[config.mk]
export PLATFORM = sky130hd
export DESIGN_NAME = interrupt_level_setup
export DESIGN_NICKNAME = d
export VERILOG_FILES = /design/src/irq_level_pkg.sv /design/src/interrupt_level_setup.sv
export SDC_FILE = /design/constraint.sdc
export NUM_CORES = 1
export LEC_CHECK = 0
export BUFFER_PORTS_ARGS = -buffer_cell sky130_fd_sc_hd__buf_4
export CAP_MARGIN = 20
export CORE_UTILIZATION = 47
export CTS_CLUSTER_DIAMETER = 120
export CTS_CLUSTER_SIZE = 25
export DETAILED_ROUTE_END_ITERATION = 6
export MAX_ROUTING_LAYER = met4
export PLACE_DENSITY = 0.78
export RECOVER_POWER = 100
export SLEW_MARGIN = 0
export SYNTH_ARGS = -nofsm -noshare
export SYNTH_HDL_FRONTEND = slang
export SYNTH_SLANG_ARGS = --single-unit
export TNS_END_PERCENT = 10
[constraint.sdc]
create_clock -name pclk -period 12.5 [get_ports pclk]
set_input_delay 1.875 -clock pclk [delete_from_list [all_inputs] [get_ports pclk]]
set_output_delay 1.875 -clock pclk [all_outputs]
set_load 0.005 [all_outputs]
[src/irq_level_pkg.sv]
// Constants, carrier type and state enum for the interrupt level selector.
// Assumes a 32-bit APB bus and a core that takes vectored, leveled requests.
package irq_level_pkg;
    localparam int NUM_SRC = 9;
    localparam int LVL_W = 3;
    localparam int VEC_W = 8;
    localparam int IDX_W = 16;
    localparam int EV_W = 2;
    // Register indexes; byte address is four times the index
    localparam logic [15:0] IDX_TIMER8 = 16'h430E;
    localparam logic [15:0] IDX_T16 = 16'h4310;
    localparam logic [15:0] IDX_SERIAL = 16'h4312;
    localparam logic [15:0] IDX_SPI_I2C = 16'h4314;
    localparam logic [15:0] IDX_REMOTE = 16'h4316;
    localparam logic [15:0] IDX_STATUS = 16'h4318;
    localparam logic [15:0] IDX_MASK = 16'h431A;
    localparam logic [15:0] IDX_STEP = 16'h0002;
    localparam int NUM_PAIRS = 4;
    localparam int LO_POS = 0;
    localparam int HI_POS = 8;
    localparam logic [2:0] LEVEL_RESET = 3'h0;
    localparam int EV_ACCEPT = 0;
    localparam int EV_PREEMPT = 1;
    localparam logic [1:0] STATUS_RESET = 2'h0;
    localparam logic [1:0] MASK_RESET = 2'h0;
    localparam logic [7:0] VECTOR_RESET = 8'h00;
    localparam logic [3:0] SRC_RESET = 4'h0;
    localparam logic [31:0] DATA_RESET = 32'h0000_0000;

    typedef struct packed {
        logic [7:0] vector;
        logic [2:0] level;
    } core_req_s;

    typedef enum logic [1:0] {ST_IDLE, ST_PRESENT, ST_SETTLE} present_state_e;
endpackage

[src/interrupt_level_setup.sv]
// Interrupt level setup and priority selector with an APB register port.
// Assumes pending/enable flags come from flag logic on pclk, and the core
// answers a presented request with a one-cycle core_ack on pclk.
// Notes on behaviour
// - Timer8 level field low bits, reset zero
// - Timer16 ch1 low, ch2 high fields
// - Serial0 low, serial1 high level fields
// - SPI low, I2C high level fields
// - Remote receiver low, pwm ch1 high fields
// - Reserved bits read zero, writes ignored
// - Highest configured level is presented first
// - Equal levels: lowest vector number wins
// - Higher newcomer replaces unaccepted presented request
`timescale 1ns/1ps
module interrupt_level_setup #(
    parameter logic [7:0] VEC_BASE = 8'h10
) (
    input wire logic pclk,
    input wire logic presetn,
    input wire logic psel,
    input wire logic penable,
    input wire logic pwrite,
    input wire logic [31:0] paddr,
    input wire logic [31:0] pwdata,
    output logic [31:0] prdata,
    output logic pready,
    output logic pslverr,
    input wire logic [irq_level_pkg::NUM_SRC-1:0] src_pending,
    input wire logic [irq_level_pkg::NUM_SRC-1:0] src_enable,
    input wire logic core_ack,
    output logic core_req,
    output irq_level_pkg::core_req_s core_sel,
    output logic irq
);
    // Refused at elaboration: vectors past 0xFF would wrap onto low numbers
    if (int'(VEC_BASE) + irq_level_pkg::NUM_SRC > 256) begin : bad_vec_base
        $error("VEC_BASE leaves no room for all vectors");
    end

    // Higher level wins; on a tie the lower source index, hence lower vector
    function automatic logic beats(input logic [2:0] la, input logic [3:0] ia,
                                   input logic [2:0] lb, input logic [3:0] ib);
        beats = (la > lb) || ((la == lb) && (ia < ib));
    endfunction

    function automatic logic [15:0] pair_idx(input int k);
        pair_idx = irq_level_pkg::IDX_T16 + 16'(k) * irq_level_pkg::IDX_STEP;
    endfunction

    logic [2:0] lvl_reg [irq_level_pkg::NUM_SRC];
    logic [2:0] lvl_next [irq_level_pkg::NUM_SRC];
    logic [1:0] status_reg, status_next, mask_reg, mask_next;
    logic irq_reg, irq_next;
    logic [31:0] prdata_reg, prdata_next;
    logic pready_reg, pready_next, pslverr_reg, pslverr_next;
    irq_level_pkg::present_state_e state_reg, state_next;
    logic [3:0] cur_reg, cur_next;
    irq_level_pkg::core_req_s sel_reg, sel_next;
    logic req_reg, req_next;

    logic [irq_level_pkg::NUM_SRC-1:0] active;
    logic found;
    logic [3:0] best_idx;
    logic [2:0] best_lvl;
    logic [1:0] ev;
    logic apb_go, wr_fire, hit;
    logic [15:0] idx;
    logic [31:0] rd_val;
    logic outranked;

    assign idx = paddr[17:2];
    assign hit = (paddr[31:18] == 14'h0000) && (paddr[1:0] == 2'h0) &&
                 (idx == irq_level_pkg::IDX_TIMER8 || idx == irq_level_pkg::IDX_T16 ||
                  idx == irq_level_pkg::IDX_SERIAL || idx == irq_level_pkg::IDX_SPI_I2C ||
                  idx == irq_level_pkg::IDX_REMOTE || idx == irq_level_pkg::IDX_STATUS ||
                  idx == irq_level_pkg::IDX_MASK);
    // One wait state: pready rises the cycle after the access phase starts
    assign apb_go = psel && penable && !pready_reg;
    assign wr_fire = psel && penable && pready_reg && pwrite && !pslverr_reg;
    assign active = src_pending & src_enable;

    always_comb begin
        rd_val = irq_level_pkg::DATA_RESET;
        if (idx == irq_level_pkg::IDX_TIMER8) begin
            rd_val[irq_level_pkg::LO_POS +: 3] = lvl_reg[0];
        end
        for (int k = 0; k < irq_level_pkg::NUM_PAIRS; k++) begin
            if (idx == pair_idx(k)) begin
                rd_val[irq_level_pkg::LO_POS +: 3] = lvl_reg[1 + 2 * k];
                rd_val[irq_level_pkg::HI_POS +: 3] = lvl_reg[2 + 2 * k];
            end
        end
        if (idx == irq_level_pkg::IDX_STATUS) begin
            rd_val[1:0] = status_reg;
        end
        if (idx == irq_level_pkg::IDX_MASK) begin
            rd_val[1:0] = mask_reg;
        end
        // Everything not filled above, reserved bits included, reads zero
    end

    always_comb begin
        pready_next = apb_go;
        prdata_next = prdata_reg;
        pslverr_next = 1'b0;
        if (apb_go) begin
            prdata_next = hit ? rd_val : irq_level_pkg::DATA_RESET;
            pslverr_next = !hit;
        end
    end

    always_ff @(posedge pclk or negedge presetn) begin
        if (!presetn) begin
            prdata_reg <= irq_level_pkg::DATA_RESET;
            pready_reg <= 1'b0;
            pslverr_reg <= 1'b0;
        end else begin
            prdata_reg <= prdata_next;
            pready_reg <= pready_next;
            pslverr_reg <= pslverr_next;
        end
    end

    always_comb begin
        for (int i = 0; i < irq_level_pkg::NUM_SRC; i++) begin
            lvl_next[i] = lvl_reg[i];
        end
        mask_next = mask_reg;
        status_next = status_reg;
        if (wr_fire) begin
            // Only the 3-bit level fields and the 2-bit mask and status fields take data; reserved positions are dropped
            if (idx == irq_level_pkg::IDX_TIMER8) begin
                lvl_next[0] = pwdata[irq_level_pkg::LO_POS +: 3];
            end
            for (int k = 0; k < irq_level_pkg::NUM_PAIRS; k++) begin
                if (idx == pair_idx(k)) begin
                    lvl_next[1 + 2 * k] = pwdata[irq_level_pkg::LO_POS +: 3];
                    lvl_next[2 + 2 * k] = pwdata[irq_level_pkg::HI_POS +: 3];
                end
            end
            if (idx == irq_level_pkg::IDX_MASK) begin
                mask_next = pwdata[1:0];
            end
            if (idx == irq_level_pkg::IDX_STATUS) begin
                status_next = status_reg & ~pwdata[1:0];
            end
        end
        // A new event outranks a clear written in the same cycle
        status_next = status_next | ev;
        irq_next = |(status_next & mask_next);
    end

    always_ff @(posedge pclk or negedge presetn) begin
        if (!presetn) begin
            for (int i = 0; i < irq_level_pkg::NUM_SRC; i++) begin
                lvl_reg[i] <= irq_level_pkg::LEVEL_RESET;
            end
            status_reg <= irq_level_pkg::STATUS_RESET;
            mask_reg <= irq_level_pkg::MASK_RESET;
            irq_reg <= 1'b0;
        end else begin
            for (int i = 0; i < irq_level_pkg::NUM_SRC; i++) begin
                lvl_reg[i] <= lvl_next[i];
            end
            status_reg <= status_next;
            mask_reg <= mask_next;
            irq_reg <= irq_next;
        end
    end

    // Scan upward and take only a strictly higher level, so ties keep the lowest index
    always_comb begin
        found = 1'b0;
        best_idx = irq_level_pkg::SRC_RESET;
        best_lvl = irq_level_pkg::LEVEL_RESET;
        for (int i = 0; i < irq_level_pkg::NUM_SRC; i++) begin
            if (active[i] && (!found || lvl_reg[i] > best_lvl)) begin
                found = 1'b1;
                best_idx = 4'(i);
                best_lvl = lvl_reg[i];
            end
        end
    end

    // Second opinion on the scan, read only by the highest-level check below
    always_comb begin
        outranked = 1'b0;
        for (int i = 0; i < irq_level_pkg::NUM_SRC; i++) begin
            if (active[i] && (lvl_reg[i] > best_lvl ||
                              (lvl_reg[i] == best_lvl && 4'(i) < best_idx))) begin
                outranked = 1'b1;
            end
        end
    end

    always_comb begin
        state_next = state_reg;
        cur_next = cur_reg;
        sel_next = sel_reg;
        req_next = req_reg;
        ev = 2'h0;
        case (state_reg)
            irq_level_pkg::ST_IDLE: begin
                if (found) begin
                    state_next = irq_level_pkg::ST_PRESENT;
                    cur_next = best_idx;
                    sel_next.vector = VEC_BASE + 8'(best_idx);
                    sel_next.level = best_lvl;
                    req_next = 1'b1;
                end
            end
            irq_level_pkg::ST_PRESENT: begin
                if (core_ack) begin
                    state_next = irq_level_pkg::ST_SETTLE;
                    req_next = 1'b0;
                    ev[irq_level_pkg::EV_ACCEPT] = 1'b1;
                end else if (!active[cur_reg]) begin
                    // Source withdrew before acceptance: choose again or go quiet
                    state_next = found ? irq_level_pkg::ST_PRESENT : irq_level_pkg::ST_IDLE;
                    cur_next = best_idx;
                    sel_next.vector = VEC_BASE + 8'(best_idx);
                    sel_next.level = best_lvl;
                    req_next = found;
                end else if (found && best_idx != cur_reg &&
                             beats(best_lvl, best_idx, sel_reg.level, cur_reg)) begin
                    // Earlier source stays pending in the flag logic
                    cur_next = best_idx;
                    sel_next.vector = VEC_BASE + 8'(best_idx);
                    sel_next.level = best_lvl;
                    ev[irq_level_pkg::EV_PREEMPT] = 1'b1;
                end
            end
            irq_level_pkg::ST_SETTLE: begin
                // One idle cycle lets the handler's flag clear land
                state_next = irq_level_pkg::ST_IDLE;
            end
            default: begin
                state_next = irq_level_pkg::ST_IDLE;
                req_next = 1'b0;
            end
        endcase
    end

    always_ff @(posedge pclk or negedge presetn) begin
        if (!presetn) begin
            state_reg <= irq_level_pkg::ST_IDLE;
            cur_reg <= irq_level_pkg::SRC_RESET;
            sel_reg <= '{vector: irq_level_pkg::VECTOR_RESET, level: irq_level_pkg::LEVEL_RESET};
            req_reg <= 1'b0;
        end else begin
            state_reg <= state_next;
            cur_reg <= cur_next;
            sel_reg <= sel_next;
            req_reg <= req_next;
        end
    end

    assign prdata = prdata_reg;
    assign pready = pready_reg;
    assign pslverr = pslverr_reg;
    assign core_req = req_reg;
    assign core_sel = sel_reg;
    assign irq = irq_reg;

    chk_timer8_field: assert property (@(posedge pclk) disable iff (!presetn)
        wr_fire && idx == irq_level_pkg::IDX_TIMER8 |=> lvl_reg[0] == $past(pwdata[2:0]))
        else $error("timer8 level not written");

    chk_timer16_fields: assert property (@(posedge pclk) disable iff (!presetn)
        wr_fire && idx == irq_level_pkg::IDX_T16
        |=> lvl_reg[1] == $past(pwdata[2:0]) && lvl_reg[2] == $past(pwdata[10:8]))
        else $error("timer16 level fields wrong");

    chk_serial_fields: assert property (@(posedge pclk) disable iff (!presetn)
        wr_fire && idx == irq_level_pkg::IDX_SERIAL
        |=> lvl_reg[3] == $past(pwdata[2:0]) && lvl_reg[4] == $past(pwdata[10:8]))
        else $error("serial level fields wrong");

    chk_spi_i2c_fields: assert property (@(posedge pclk) disable iff (!presetn)
        wr_fire && idx == irq_level_pkg::IDX_SPI_I2C
        |=> lvl_reg[5] == $past(pwdata[2:0]) && lvl_reg[6] == $past(pwdata[10:8]))
        else $error("spi or i2c level fields wrong");

    chk_remote_fields: assert property (@(posedge pclk) disable iff (!presetn)
        psel && penable && pready && !pwrite && !pslverr && idx == irq_level_pkg::IDX_REMOTE
        |-> prdata[2:0] == lvl_reg[7] && prdata[10:8] == lvl_reg[8])
        else $error("remote or pwm level readback wrong");

    chk_reserved_zero: assert property (@(posedge pclk) disable iff (!presetn)
        pready |-> prdata[31:11] == 21'h000000 && prdata[7:3] == 5'h00)
        else $error("reserved bits read nonzero");

    chk_highest_level: assert property (@(posedge pclk) disable iff (!presetn)
        state_reg == irq_level_pkg::ST_IDLE && found
        |-> !outranked ##1 (core_req && core_sel.level == $past(best_lvl)))
        else $error("presented level is not the highest");

    chk_tie_vector: assert property (@(posedge pclk) disable iff (!presetn)
        state_reg == irq_level_pkg::ST_IDLE && found
        |=> core_sel.vector == VEC_BASE + 8'($past(best_idx)))
        else $error("presented vector is not the lowest of its level");

    chk_preempt_swap: assert property (@(posedge pclk) disable iff (!presetn)
        core_req && !core_ack && active[cur_reg] && found &&
        best_lvl > core_sel.level |=> core_req && core_sel.level == $past(best_lvl))
        else $error("higher source did not replace presented one");

    chk_hold_stable: assert property (@(posedge pclk) disable iff (!presetn)
        core_req && !core_ack && active[cur_reg] &&
        !(found && beats(best_lvl, best_idx, core_sel.level, cur_reg))
        |=> core_req && $stable(core_sel))
        else $error("request changed before acceptance");

    chk_ack_drop: assert property (@(posedge pclk) disable iff (!presetn)
        core_req && core_ack |=> !core_req ##1 1'b1)
        else $error("request stayed up after acceptance");
endmodule

Word level (Yosys, flattened, before mapping)

Index checks and enable logic that the tools add are counted.

Output and inout bits: 47
Word-level logic and storage cells: 179
Flip-flop bits (word level): 84
Input bits: 88

Magnitude comparators: 11
Reductions and logical operators: 57
Bitwise logic cells: 6
Muxes and demuxes: 69
Eq/ne operators: 15
Add/subtract/negate cells: 1

Operators by type and width:

| operator             | count |
|---|---|
| $eq 16x15->1 const B | 7 |
| $mux 11              | 5 |
| $mux 3               | 18 |
| $mux 4               | 11 |
| $gt 3x3->1           | 9 |
| $pmux 11 s2          | 1 |
| $mux 1               | 20 |
| $mux 2               | 10 |
| $logic_and 1x1->1    | 18 |
| $logic_or 1x1->1     | 15 |
| $logic_not 14->1     | 1 |
| $reduce_and 2->1     | 6 |
| $logic_not 1->1      | 11 |
| $and 9x9->9          | 1 |
| $pmux 4 s2           | 1 |
| $add 5x4->6 const A  | 1 |
| $ne 3x3->1 const B   | 2 |
| $lt 4x5->1 const B   | 1 |
| $and 2x2->2          | 2 |
| $bmux 1 s4           | 1 |
| $logic_not 2->1      | 2 |
| $lt 4x4->1           | 1 |
| $ne 2x2->1 const B   | 2 |
| $ne 4x4->1           | 1 |
| other kinds (12)     | 12 |

Depth between registers and ports, before layout

Gate-level depths: netlist (run 1).

Word-level depth: 45
Mapped depth: 69
Mapped depth without buffers: 66

Worst setup path after synthesis (run 1)

OpenSTA, ideal clock, no wires.

Path type: in2reg
From: input port src_pending[0] (netlist bit)
To: register sel_reg (netlist bit core_sel[1])
Data arrival time: 14.207 ns
Slack: -1.797 ns
Data required time: 12.410 ns
Stages: 65
Buffers on the path: 4
Path through: and2_1 -> buf_2 -> nand2_1 -> ha_1 -> and3b_1 -> o21a_1 -> a21oi_1 -> a22oi_1 -> ha_1 -> and3_1 -> a211o_1 -> and2_4 -> buf_6 -> a21o_2 -> ha_1 -> nand3b_1 -> a32o_1 -> a21oi_2 -> [... 29 more ...] -> mux2_2 -> ha_1 -> a21o_1 -> a21oi_1 -> a31oi_1 -> a21oi_1 -> nor2_1 -> nor2_1 -> ha_1 -> nor2b_1 -> o21a_1 -> o21a_1 -> o2111ai_1 -> and3_1 -> o221a_2 -> clkbuf_1 -> o21ai_0 -> o221ai_1

Longest elaborated chain between the ends: 40
Elaborated cells on any way between the ends: 77
Those cells by class: order compare: 10; eq/ne: 4; mux: 33; bitwise: 1; reduce/logical: 29

Ends and longest elaborated chain:

| item                                                 | RTL line                     | RTL |
|---|---|---|
| from (decl)                                          | interrupt_level_setup.sv:28  | `input wire logic [irq_level_pkg::NUM_SRC-1:0] src_pending,` |
| $and 9x9->9 *                                        | interrupt_level_setup.sv:80  | `assign active = src_pending & src_enable;` |
| $mux 3 / $mux 1 (equally long branches)              | interrupt_level_setup.sv:177 | `if (active[i] && (!found \|\| lvl_reg[i] > best_lvl)) begin` |
| $gt 3x3->1 / $logic_not 1->1 (equally long branches) | interrupt_level_setup.sv:177 |  |
| $logic_or 1x1->1                                     | interrupt_level_setup.sv:177 |  |
| $logic_and 1x1->1                                    | interrupt_level_setup.sv:177 |  |
| $mux 3 / $mux 1 (equally long branches)              | interrupt_level_setup.sv:177 |  |
| $gt 3x3->1 / $logic_not 1->1 (equally long branches) | interrupt_level_setup.sv:177 |  |
| $logic_or 1x1->1                                     | interrupt_level_setup.sv:177 |  |
| [... 25 more ...]                                    | n/a                          |  |
| $mux 4 *                                             | interrupt_level_setup.sv:177 |  |
| via best_idx[3]                                      | interrupt_level_setup.sv:63  | `logic [3:0] best_idx;` |
| $lt 4x4->1                                           | interrupt_level_setup.sv:43  | `beats = (la > lb) \|\| ((la == lb) && (ia < ib));` |
| $logic_and 1x1->1                                    | interrupt_level_setup.sv:43  |  |
| $logic_or 1x1->1                                     | interrupt_level_setup.sv:43  |  |
| $logic_and 1x1->1 *                                  | interrupt_level_setup.sv:224 | `end else if (found && best_idx != cur_reg &&` |
| $ne 3x3->1 (no source line) *                        | n/a                          |  |
| $reduce_and 4->1 (no source line) *                  | n/a                          |  |
| to (signal assigned)                                 | interrupt_level_setup.sv:248 | `sel_reg <= '{vector: irq_level_pkg::VECTOR_RESET, level: irq_level_pkg::LEVEL_RESET};` |
| to (signal assigned)                                 | interrupt_level_setup.sv:253 | `sel_reg <= sel_next;` |
| to (decl)                                            | interrupt_level_setup.sv:58  | `irq_level_pkg::core_req_s sel_reg, sel_next;` |

Mark *: on every way through the listed nets, which the timed path passes. The rest lies on a longest branch. The select of a mux whose other input is x is not followed.
A chain may end at the register's enable or synchronous reset.

Worst setup path in the final report (run 1)

From: input port src_pending[0] (netlist bit)
To: register sel_reg (netlist bit core_sel[0])

Same word-level chain as after synthesis.

==> results of run 1 <==
[synthesized netlist by cell type, types with 6 or more instances]
cell type | n | share of area (%)
a21o_1 | 8 | 1.5
a21oi_1 | 21 | 2.6
buf_4 | 29 | 5.4
dfrtp_1 | 51 | 32
ha_1 | 29 | 9.1
inv_1 | 32 | 3.0
mux2_2 | 30 | 8.4
mux2i_1 | 11 | 2.7
nand2_1 | 39 | 3.7
nand3_1 | 14 | 1.7
nor2_1 | 14 | 1.3
nor3_1 | 6 | 0.75
nor4_1 | 6 | 0.94
o21ai_0 | 20 | 2.5
[cell usage in the layout (no fill, tap or decap), types with 13 or more instances in the layout]
master / synthesis / routed
buf_4: 29 / 118
clkbuf_4: 0 / 19
conb_1: 1 / 29
dfrtp_1: 51 / 51
ha_1: 29 / 22
inv_1: 32 / 29
mux2_2: 30 / 27
nand2_1: 39 / 34
nand3_1: 14 / 14
nor2_1: 14 / 13
o21ai_0: 20 / 16
[worst max-delay path: cells and delay by family]
family	cells	cell delay, ns
buf+inv	4	0.39
compound gates	28	4.80
mux	4	1.09
simple gates	17	3.13
fa+ha+maj	9	2.48
[cell type report]
cell class | count | area [µm²]
Tap cell | 105 | 131.4
Inverter | 32 | 120.1
Clock buffer | 5 | 68.82
Timing Repair Buffer | 140 | 1040
Multi-Input combinational cell | 331 | 2746
Fill cell | 647 | 2810
Clock inverter | 3 | 23.77
Sequential cell | 51 | 1276
[repair_timing]
action,4_1_cts,5_1_grt
pin swaps,11,11
endpoints found under the setup margin,10,10
buffers inserted,4,8
resized for setup,16,6
[layer usage]
metal,vias to the layer above,track usage (%),wire length [µm]
met5,-,-,0
met4,0,9.744,301
met3,29,3.236,635
met2,153,44.75,5700
met1,1860,32.84,4496
li1,1798,-,-
[kinds of logic after synthesis]
kind of cell / after synthesis
compound gates: 109
fa+ha+maj: 29
mux: 46
simple gates: 118
other cells: 1
flops: 51
buf+inv: 69
[per-stage QoR]
stage	area [µm²]	hold slack [ns]	TNS [ns]	utilization, %
floorplan	4324	0.4364	-6.634	-
global placement	5136	0.4520	-11.67	62.51
detailed placement	5136	0.4777	-14.35	62.51
CTS	5334	0.5001	-8.279	64.92
global route	5406	0.5173	-15.50	65.80
finish	5406	0.4939	-9.798	65.80
[power groups by stage]
stage	Sequential [µW]	Clock, µW	Combinational [µW]
2_1_floorplan	193	0	137
3_3_place_gp	194	0	219
3_5_place_dp	195	0	225
4_1_cts	192	102	234
5_1_grt	193	109	265
6_report	192	98.9	241
[path summary, 6_finish.rpt]
path                                    end  slack, ns  cells after the start
worst min-delay path             prdata[10]       0.49                      2
min in group asynchronous         prdata[2]       2.43                      1
worst max register to register  core_sel[0]       0.18                     60
max in group asynchronous        cur_reg[0]       8.52                      1
worst min register to register   prdata[10]       0.49                      2
worst max-delay path            core_sel[0]      -1.10                     62
==> key figures, run 1 <==
Drt
  – Detailed Routing Iterations Pass 1: 5
  – Drt drc: 0
  – 1st-iter DRT viols: 228
  – Vias: 3840
  – Drt total wl: 11130 µm
  – DR vias/cell: 5.757
  – Antenna-violating nets left: 0
  – WL per Instance: 16.69 µm

Synthesis
  – Netlist cell types: 73
  – Simple-gate share of the synthesized area: 15.49%
  – Mapped Cells: 423
  – Synth Area in XOR/XNOR: 0%
  – Post-synthesis compound-gate area fraction: 20.11%
  – Mux share of post-synthesis cell area: 13.80%
  – Top_reg_cell synth: dfrtp_1
  – Post-synth EDFFs: 0
  – Synth Cell Area: 0.004006 mm²
  – Sequential area share after synthesis: 31.86%
  – Async set-reset flop share out of synthesis: 100.0%
  – Syn_area_per_cell: 9.471 µm²
  – Yosys warning count: 0
  – Largest family of logic cells by synthesized area: compound AO/OA/AOI/OAI gates
  – Post-synthesis adder-cell area fraction: 9.057%
  – Seq cells post-synth: 51

Critical path
  – Slowest cell on crit path: or4_4
  – Critical Path AT: 13.80 ns
  – Data required, critical path: 12.70 ns
  – Crit start category: input port
  – Setup crit start: src_pending[0]
  – Reg2reg start: lvl_reg[26]
  – Worst path max stage delay: 0.47 ns
  – Kind of critical path: in -> reg
  – Worst setup EP type: flop
  – Crit path top cell by count: ha_4
  – Worst-path fanout max: 8

Power and ir drop
  – Part of the power in registers: 36.0%
  – Net Sw Frac: 34.57%
  – Internal: 347.9 µW
  – PD cells: 98.35 mW/mm²
  – Power Total: 531.7 µW
  – Leak: 0.002581 µW
  – Gate power share: 45.4%
  – Max VDD drop: 0.00006351 V
  – Switching power of the nets: 183.8 µW
  – Clock network power share: 18.6%

STA
  – Final worst slack: -1.103 ns
  – FMAX: 73.51 MHz
  – Max_slew headroom: -82.93%
  – Worst-margin pin slew: 2.744 ns
  – Final hold violations: 0
  – Post-Route Skew: 0.007736 ns
  – Final period utilization: 108.8%
  – Fin crit period: 13.60 ns
  – # setup viols final: 10
  – Final max-slew violation count: 52
  – RSZ-0062 raised after global routing: true

Die
  – Die area: 0.008897 mm²
  – CORE AREA: 0.008217 mm²
  – Row count: 33
  – I/O pins: 135
  – Initial Util: 48.76%
  – Die height: 94.33 µm
  – Chip Width: 94.33 µm

Place
  – Final GP Congestion: 0.8911
  – DP HPWL: 8605 µm
  – Dpl cells: 647
  – Port bufs: 79
  – Place WS: -1.554 ns

Clock tree
  – CTS Buffer Depth: 2
  – # H-tree levels: 2
  – Clk sinks: 51
  – Hold_buf cts: 0
  – CTS root buffer: clkbuf_8
  – Clock Pin Slew Worst Setup and Hold Paths: 0.10 ns
  – TritonCTS clock tree: built
  – Total CTS buffers: 5
  – Clock latency on the worst-skew pair: 0.31 ns

Status
  – Status: finished with violations
  – Violated checks: max-capacitance violations, max-slew violations, negative setup slack

Finish
  – Layout Nets: 678
  – Area growth syn-to-layout: 34.95%
  – Max reg flops: 27
  – Ant. Diodes: 0
  – Non-Filler Instances: 667
  – Share of layout cells above drive strength 1: 43.06%

Worst hold path
  – Hold crit path type: reg -> reg
  – HP Start: prdata[10]

Global route
  – Gr ovfl total: 0
  – Initial antenna violation count: 0
  – Tot GR Track Use: 26.65%
  – Number of global-route vias before repair: 3824
  – First-pass GRT wire length: 17870 µm
  – Largest net degree at the start of global routing: 52

Run
  – Number of max-cap violations: 1
No activity file was read; power rests on OpenSTA's default activity.
==> inputs of run 2 (changes only) <==
Settings changed: CORE_UTILIZATION 47 to 48, CTS_BUF_LIST set to sky130_fd_sc_hd__clkbuf_8, PLACE_DENSITY 0.78 to 0.8.
==> run 2 against run 1 <==
Effect of this change: the flow still finishes with violations (max-capacitance violations, max-slew violations, negative setup slack); routed wire length is 5.0% higher; setup slack worse by 0.0042 ns; fmax hardly changed; first-iteration DRC count is 18% lower; sequential share of layout area is 0.67 points lower; non-clock buffer count is 9 higher; critical path depth stayed put; largest power group unchanged; critical endpoint unchanged.
==> key figures, run 2 (same netlist as run 1, synthesis figures left out) <==
Finish
  – Area growth syn-to-layout: 38.91%
  – Share of layout cells above drive strength 1: 45.71%
  – Fin area: 0.005565 mm²
  – Layout fillers: 601
  – Max reg flops: 27
  – Ant. Diodes: 0
  – Layout Nets: 687
  – Commonest non-fill, non-tap cell in the layout: buf_4
  – Non-Filler Instances: 673
  – Most frequent cells in the layout: buf_4, dfrtp_1, nand2_1

Drt
  – DR vias/cell: 5.664
  – Vias: 3812
  – Antenna-violating nets left: 0
  – Detailed Routing Iterations Pass 1: 4
  – WL per Instance: 17.37 µm
  – Max layer used: met4
  – 1st-iter DRT viols: 188
  – Drt drc: 0
  – Drt total wl: 11690 µm
  – Met1 WL: 4921 µm
  – Met2 WL post-DR: 5987 µm
  – Met3 wire length: 515 µm

Global route
  – Number of global-route vias before repair: 3912
  – First-pass GRT wire length: 18550 µm
  – Gr ovfl total: 0
  – Initial antenna violation count: 0
  – Tot GR Track Use: 28.28%
  – Largest net degree at the start of global routing: 52

Run
  – Number of max-cap violations: 1

Critical path
  – Crit path buffers/inverters: 3
  – FF-to-FF path depth: 60
  – Crit path top cell by count: ha_4
  – Top Family by Delay on Critical Path: compound AO/OA/AOI/OAI gates
  – Worst-path fanout max: 8
  – Kind of critical path: in -> reg
  – Data required, critical path: 12.72 ns
  – Worst setup EP type: flop
  – Crit start category: input port
  – Slowest cell on crit path: or4_4
  – CP Depth: 62
  – Critical Path AT: 13.82 ns
  – Worst path max stage delay: 0.46 ns

Power and ir drop
  – Net Sw Frac: 35.22%
  – PD cells: 101.3 mW/mm²
  – Clock network power share: 18.0%
  – Gate power share: 48.0%
  – Max VDD drop: 0.00007557 V
  – Part of the power in registers: 34.1%
  – Leak: 0.002659 µW
  – Power Total: 563.6 µW
  – Switching power of the nets: 198.5 µW
  – Internal: 365.1 µW

STA
  – Hold Worst Slack: 0.4732 ns
  – Final worst slack: -1.107 ns
  – RSZ-0062 raised after global routing: true
  – Final hold violations: 0
  – # setup viols final: 10
  – Worst-margin pin slew: 2.756 ns
  – FMAX: 73.49 MHz
  – Setup tns final: -10.17 ns
  – Post-Route Skew: 0.01344 ns
  – Max_slew headroom: -83.74%
  – Fin crit period: 13.61 ns
  – Final max-slew violation count: 52
  – Final period utilization: 108.9%

Die
  – I/O pins: 135
  – Die area: 0.008716 mm²
  – Row count: 32
  – Initial Util: 50.79%
  – CORE AREA: 0.007888 mm²
  – Die height: 93.36 µm
  – Chip Width: 93.36 µm

Clock tree
  – CTS root buffer: clkbuf_8
  – CTS Buffer Depth: 2
  – Clk sinks: 51
  – Clock Pin Slew Worst Setup and Hold Paths: 0.11 ns
  – Clock latency on the worst-skew pair: 0.32 ns
  – Total CTS buffers: 5
  – TritonCTS clock tree: built
  – # H-tree levels: 2

Place
  – Port bufs: 79
  – Final GP Congestion: 0.8764
  – Placed inst area: 0.005162 mm²
  – DP HPWL: 8907 µm
  – Dpl cells: 648

Status
  – Status: finished with violations
  – Violated checks: max-capacitance violations, max-slew violations, negative setup slack

Worst hold path
  – Hold crit path type: reg -> reg
  – Hold Crit Depth: 1
-- run 2: cell count changes in the layout (fill, tap and decap cells not counted), sizes merged --
cell	change
clkinvlp	-1
buf	+9
clkinv	+1
-- run 2: timing repair --
item | 4_1_cts | 5_1_grt
pin swaps | 37 | 20
buffers inserted | 14 | 3
gates resized for setup | 28 | 10
setup endpoints to repair | 10 | 10
hold buffers | 0 | 0
-- run 2: area by class of cell --
class                   instances  area (µm²)  share of cell area (%)
multi-input cells             331        2831                   50.88
flip-flops and latches         51        1276                   22.93
repair buffers                149        1119                   20.10
well taps                     102       127.6                   2.293
inverters                      32       120.1                   2.158
clock buffers                   5       68.82                   1.237
clock inverters                 3       22.52                  0.4047
-- run 2: worst paths after layout --
kind	start	end	slack, ns
worst min register to register	core_sel[7]	core_sel[7]	0.47
worst max register to register	lvl_reg[26]	core_sel[0]	0.17
worst min-delay path	core_sel[7]	core_sel[7]	0.47
worst max-delay path	src_enable[0]	core_sel[0]	-1.11
max in group asynchronous	presetn	lvl_reg[6]	8.51
min in group asynchronous	presetn	prdata[9]	2.41
-- run 2: routing by layer --
metal,GRT usage (%),vias to the layer above
li1,-,1808
met1,35.53,1864
met2,48.41,117
met3,2.846,23
met4,8.333,0
met5,-,-
-- run 2: stage by stage --
stage                     utilization [%]  setup slack (ns)
after floorplan                         -           -0.8239
after detailed placement            65.45            -1.572
after global routing                70.56            -1.548
final                               70.56            -1.107
after CTS                           69.72            -1.023
after global placement              65.45            -1.359
-- run 2: power by group through the flow --
stage	registers (µW)	clock network, µW	logic, µW
2_1_floorplan	193	0	137
3_3_place_gp	195	0	222
3_5_place_dp	196	0	228
4_1_cts	192	102	261
5_1_grt	195	111	291
6_report	192	101	270
==> inputs of run 3 (changes only) <==
Settings changed: PLACE_DENSITY 0.8 to not set, PLACE_DENSITY_LB_ADDON set to 0.05.
==> run 3 against run 2 <==
Effect of this change: the run still ends with max-capacitance violations, max-slew violations, negative setup slack left; sequential cell count unchanged; register-to-register slack improved by 0.15 ns; highest routed layer unchanged; design area is 2.3% lower; clock-buffer cell count is 1 higher; cell count down 1.3%; sequential share of layout area grew 0.53 points; core utilization fell by 1.6 points; worst hold slack worse by 0.00089 ns; setup slack improved by 0.10 ns; critical path depth fell by 1; total power down 1.3%; fmax rose by 0.75%.
==> key figures, run 3 (same netlist as run 1, synthesis figures left out) <==
Status
  – Status: finished with violations
  – Violated checks: max-capacitance violations, max-slew violations, negative setup slack

Global route
  – Initial antenna violation count: 0
  – Largest net degree at the start of global routing: 52
  – Tot GR Track Use: 26.58%
  – Number of global-route vias before repair: 3600
  – First-pass GRT wire length: 17370 µm
  – Gr ovfl total: 0

Drt
  – Detailed Routing Iterations Pass 1: 4
  – DR vias/cell: 5.492
  – Antenna-violating nets left: 0
  – 1st-iter DRT viols: 182
  – Vias: 3647
  – WL per Instance: 16.10 µm
  – Drt drc: 0
  – Drt total wl: 10690 µm

Worst hold path
  – HP Start: core_sel[7]
  – Hold crit path type: reg -> reg
  – Worst Hold Endpoint: core_sel[7]
  – Hold Crit Depth: 1

Finish
  – Area growth syn-to-layout: 35.76%
  – Commonest non-fill, non-tap cell in the layout: buf_4
  – Ant. Diodes: 0
  – Max reg flops: 27
  – Most frequent cells in the layout: buf_4, dfrtp_1, nand2_1
  – Final Util: 68.96%
  – Non-Filler Instances: 664
  – Share of layout cells above drive strength 1: 42.35%
  – Layout Nets: 678
  – Layout fillers: 643
  – Storage element area: 0.001276 mm²
  – Footprint of the multi-input gates: 0.002754 mm²

Critical path
  – Worst setup EP type: flop
  – Crit start category: input port
  – Top Family by Delay on Critical Path: compound AO/OA/AOI/OAI gates
  – R2R Path End: core_sel[0]
  – Crit path buffers/inverters: 4
  – Reg2reg start: lvl_reg[25]
  – Critical Path AT: 13.71 ns
  – Data required, critical path: 12.70 ns
  – FF-to-FF path depth: 59
  – Reg2reg setup slack: 0.32 ns
  – Slowest cell on crit path: or4_4
  – Kind of critical path: in -> reg
  – Worst path max stage delay: 0.46 ns
  – Worst-path fanout max: 8

STA
  – Final hold violations: 0
  – # setup viols final: 10
  – Final period utilization: 108.1%
  – Final max-slew violation count: 52
  – Worst-margin pin slew: 2.785 ns
  – FMAX: 74.04 MHz
  – Fin crit period: 13.51 ns
  – Max_slew headroom: -85.64%
  – Post-Route Skew: 0.004905 ns
  – Final worst slack: -1.006 ns
  – RSZ-0062 raised after global routing: true

Power and ir drop
  – Leak: 0.002598 µW
  – PD cells: 102.2 mW/mm²
  – Max VDD drop: 0.00007334 V

Clock tree
  – Hold_buf cts: 0
  – TritonCTS clock tree: built
  – CTS root buffer: clkbuf_8
  – CTS Buffer Depth: 2
  – Clock latency on the worst-skew pair: 0.31 ns
  – Total CTS buffers: 5
  – # H-tree levels: 2
  – Clk sinks: 51
  – Clock Pin Slew Worst Setup and Hold Paths: 0.10 ns

Place
  – Port bufs: 79
  – Final GP Congestion: 0.8818
  – Dpl cells: 647
  – DP HPWL: 8642 µm
  – Place WS: -1.573 ns

Die
  – Initial Util: 50.79%
  – Die area: 0.008716 mm²
  – Chip Width: 93.36 µm
  – I/O pins: 135
  – Die height: 93.36 µm
  – Row count: 32
  – CORE AREA: 0.007888 mm²

Run
  – Number of max-cap violations: 1
-- run 3: changes by cell type in the layout (fill, tap and decap cells not counted), moves of 2 or more --
cell	before	now
o21ai_0	16	18
ha_1	19	22
nand2_1	33	35
buf_6	3	0
buf_4	124	118
ha_4	10	7
-- run 3: worst max-delay path by stage --
stage,start,to,cells after the start
after global placement,src_pending[0],core_sel[0],63
final,src_pending[0],core_sel[0],61
after global routing,src_pending[0],core_sel[0],61
after floorplan,src_pending[0],core_sel[0],64
after detailed placement,src_pending[0],core_sel[0],62
after CTS,src_pending[0],core_sel[0],62
-- run 3: timing repair --
action	in CTS	in global routing
buffers inserted	8	1
endpoints found under the setup margin	10	10
endpoints found under the hold margin	0	0
gates resized for setup	12	6
cloned	0	0
pin swaps	14	3
-- run 3: through the flow --
step	power (µW)	hold WS (ns)	setup TNS, ns	instance area (µm²)
2_1_floorplan	330.3	0.4364	-6.634	4324
3_3_place_gp	416.9	0.4507	-12.48	5155
3_5_place_dp	420.5	0.4541	-14.26	5155
4_1_cts	557.1	0.4806	-8.162	5401
5_1_grt	591.0	0.5070	-14.61	5439
6_report	556.0	0.4723	-8.745	5439
-- run 3: per-layer routing --
metal / global-route usage (%) / wire length [µm] / vias to the layer above
met5: - / 0 / -
met4: 7.051 / 191 / 0
met3: 2.602 / 410 / 13
met2: 41.97 / 5051 / 92
met1: 36.77 / 5038 / 1740
li1: - / - / 1802
-- run 3: area by class of cell --
cell class              count  area share [%]
clock buffers               6           1.518
clock inverters             2          0.7131
inverters                  32           2.208
multi-input cells         331           50.63
flip-flops and latches     51           23.46
well taps                 102           2.346
repair buffers            140           19.12
-- run 3: worst reg2reg max path, delay by kind of cell (launching register included) --
kind / cells / cell delay [ns]
simple gates: 14 / 2.81
mux: 4 / 1.15
buf+inv: 3 / 0.30
fa+ha+maj: 9 / 2.32
compound gates: 29 / 5.04
flops: 1 / 0.47
-- run 3: report_power, final --
group | internal [µW] | switching, µW | leakage [µW] | total [µW]
registers | 178 | 13.2 | 0.000662 | 191
clock network | 65.9 | 58.3 | 0.0000618 | 124
logic | 130 | 111 | 0.00187 | 241
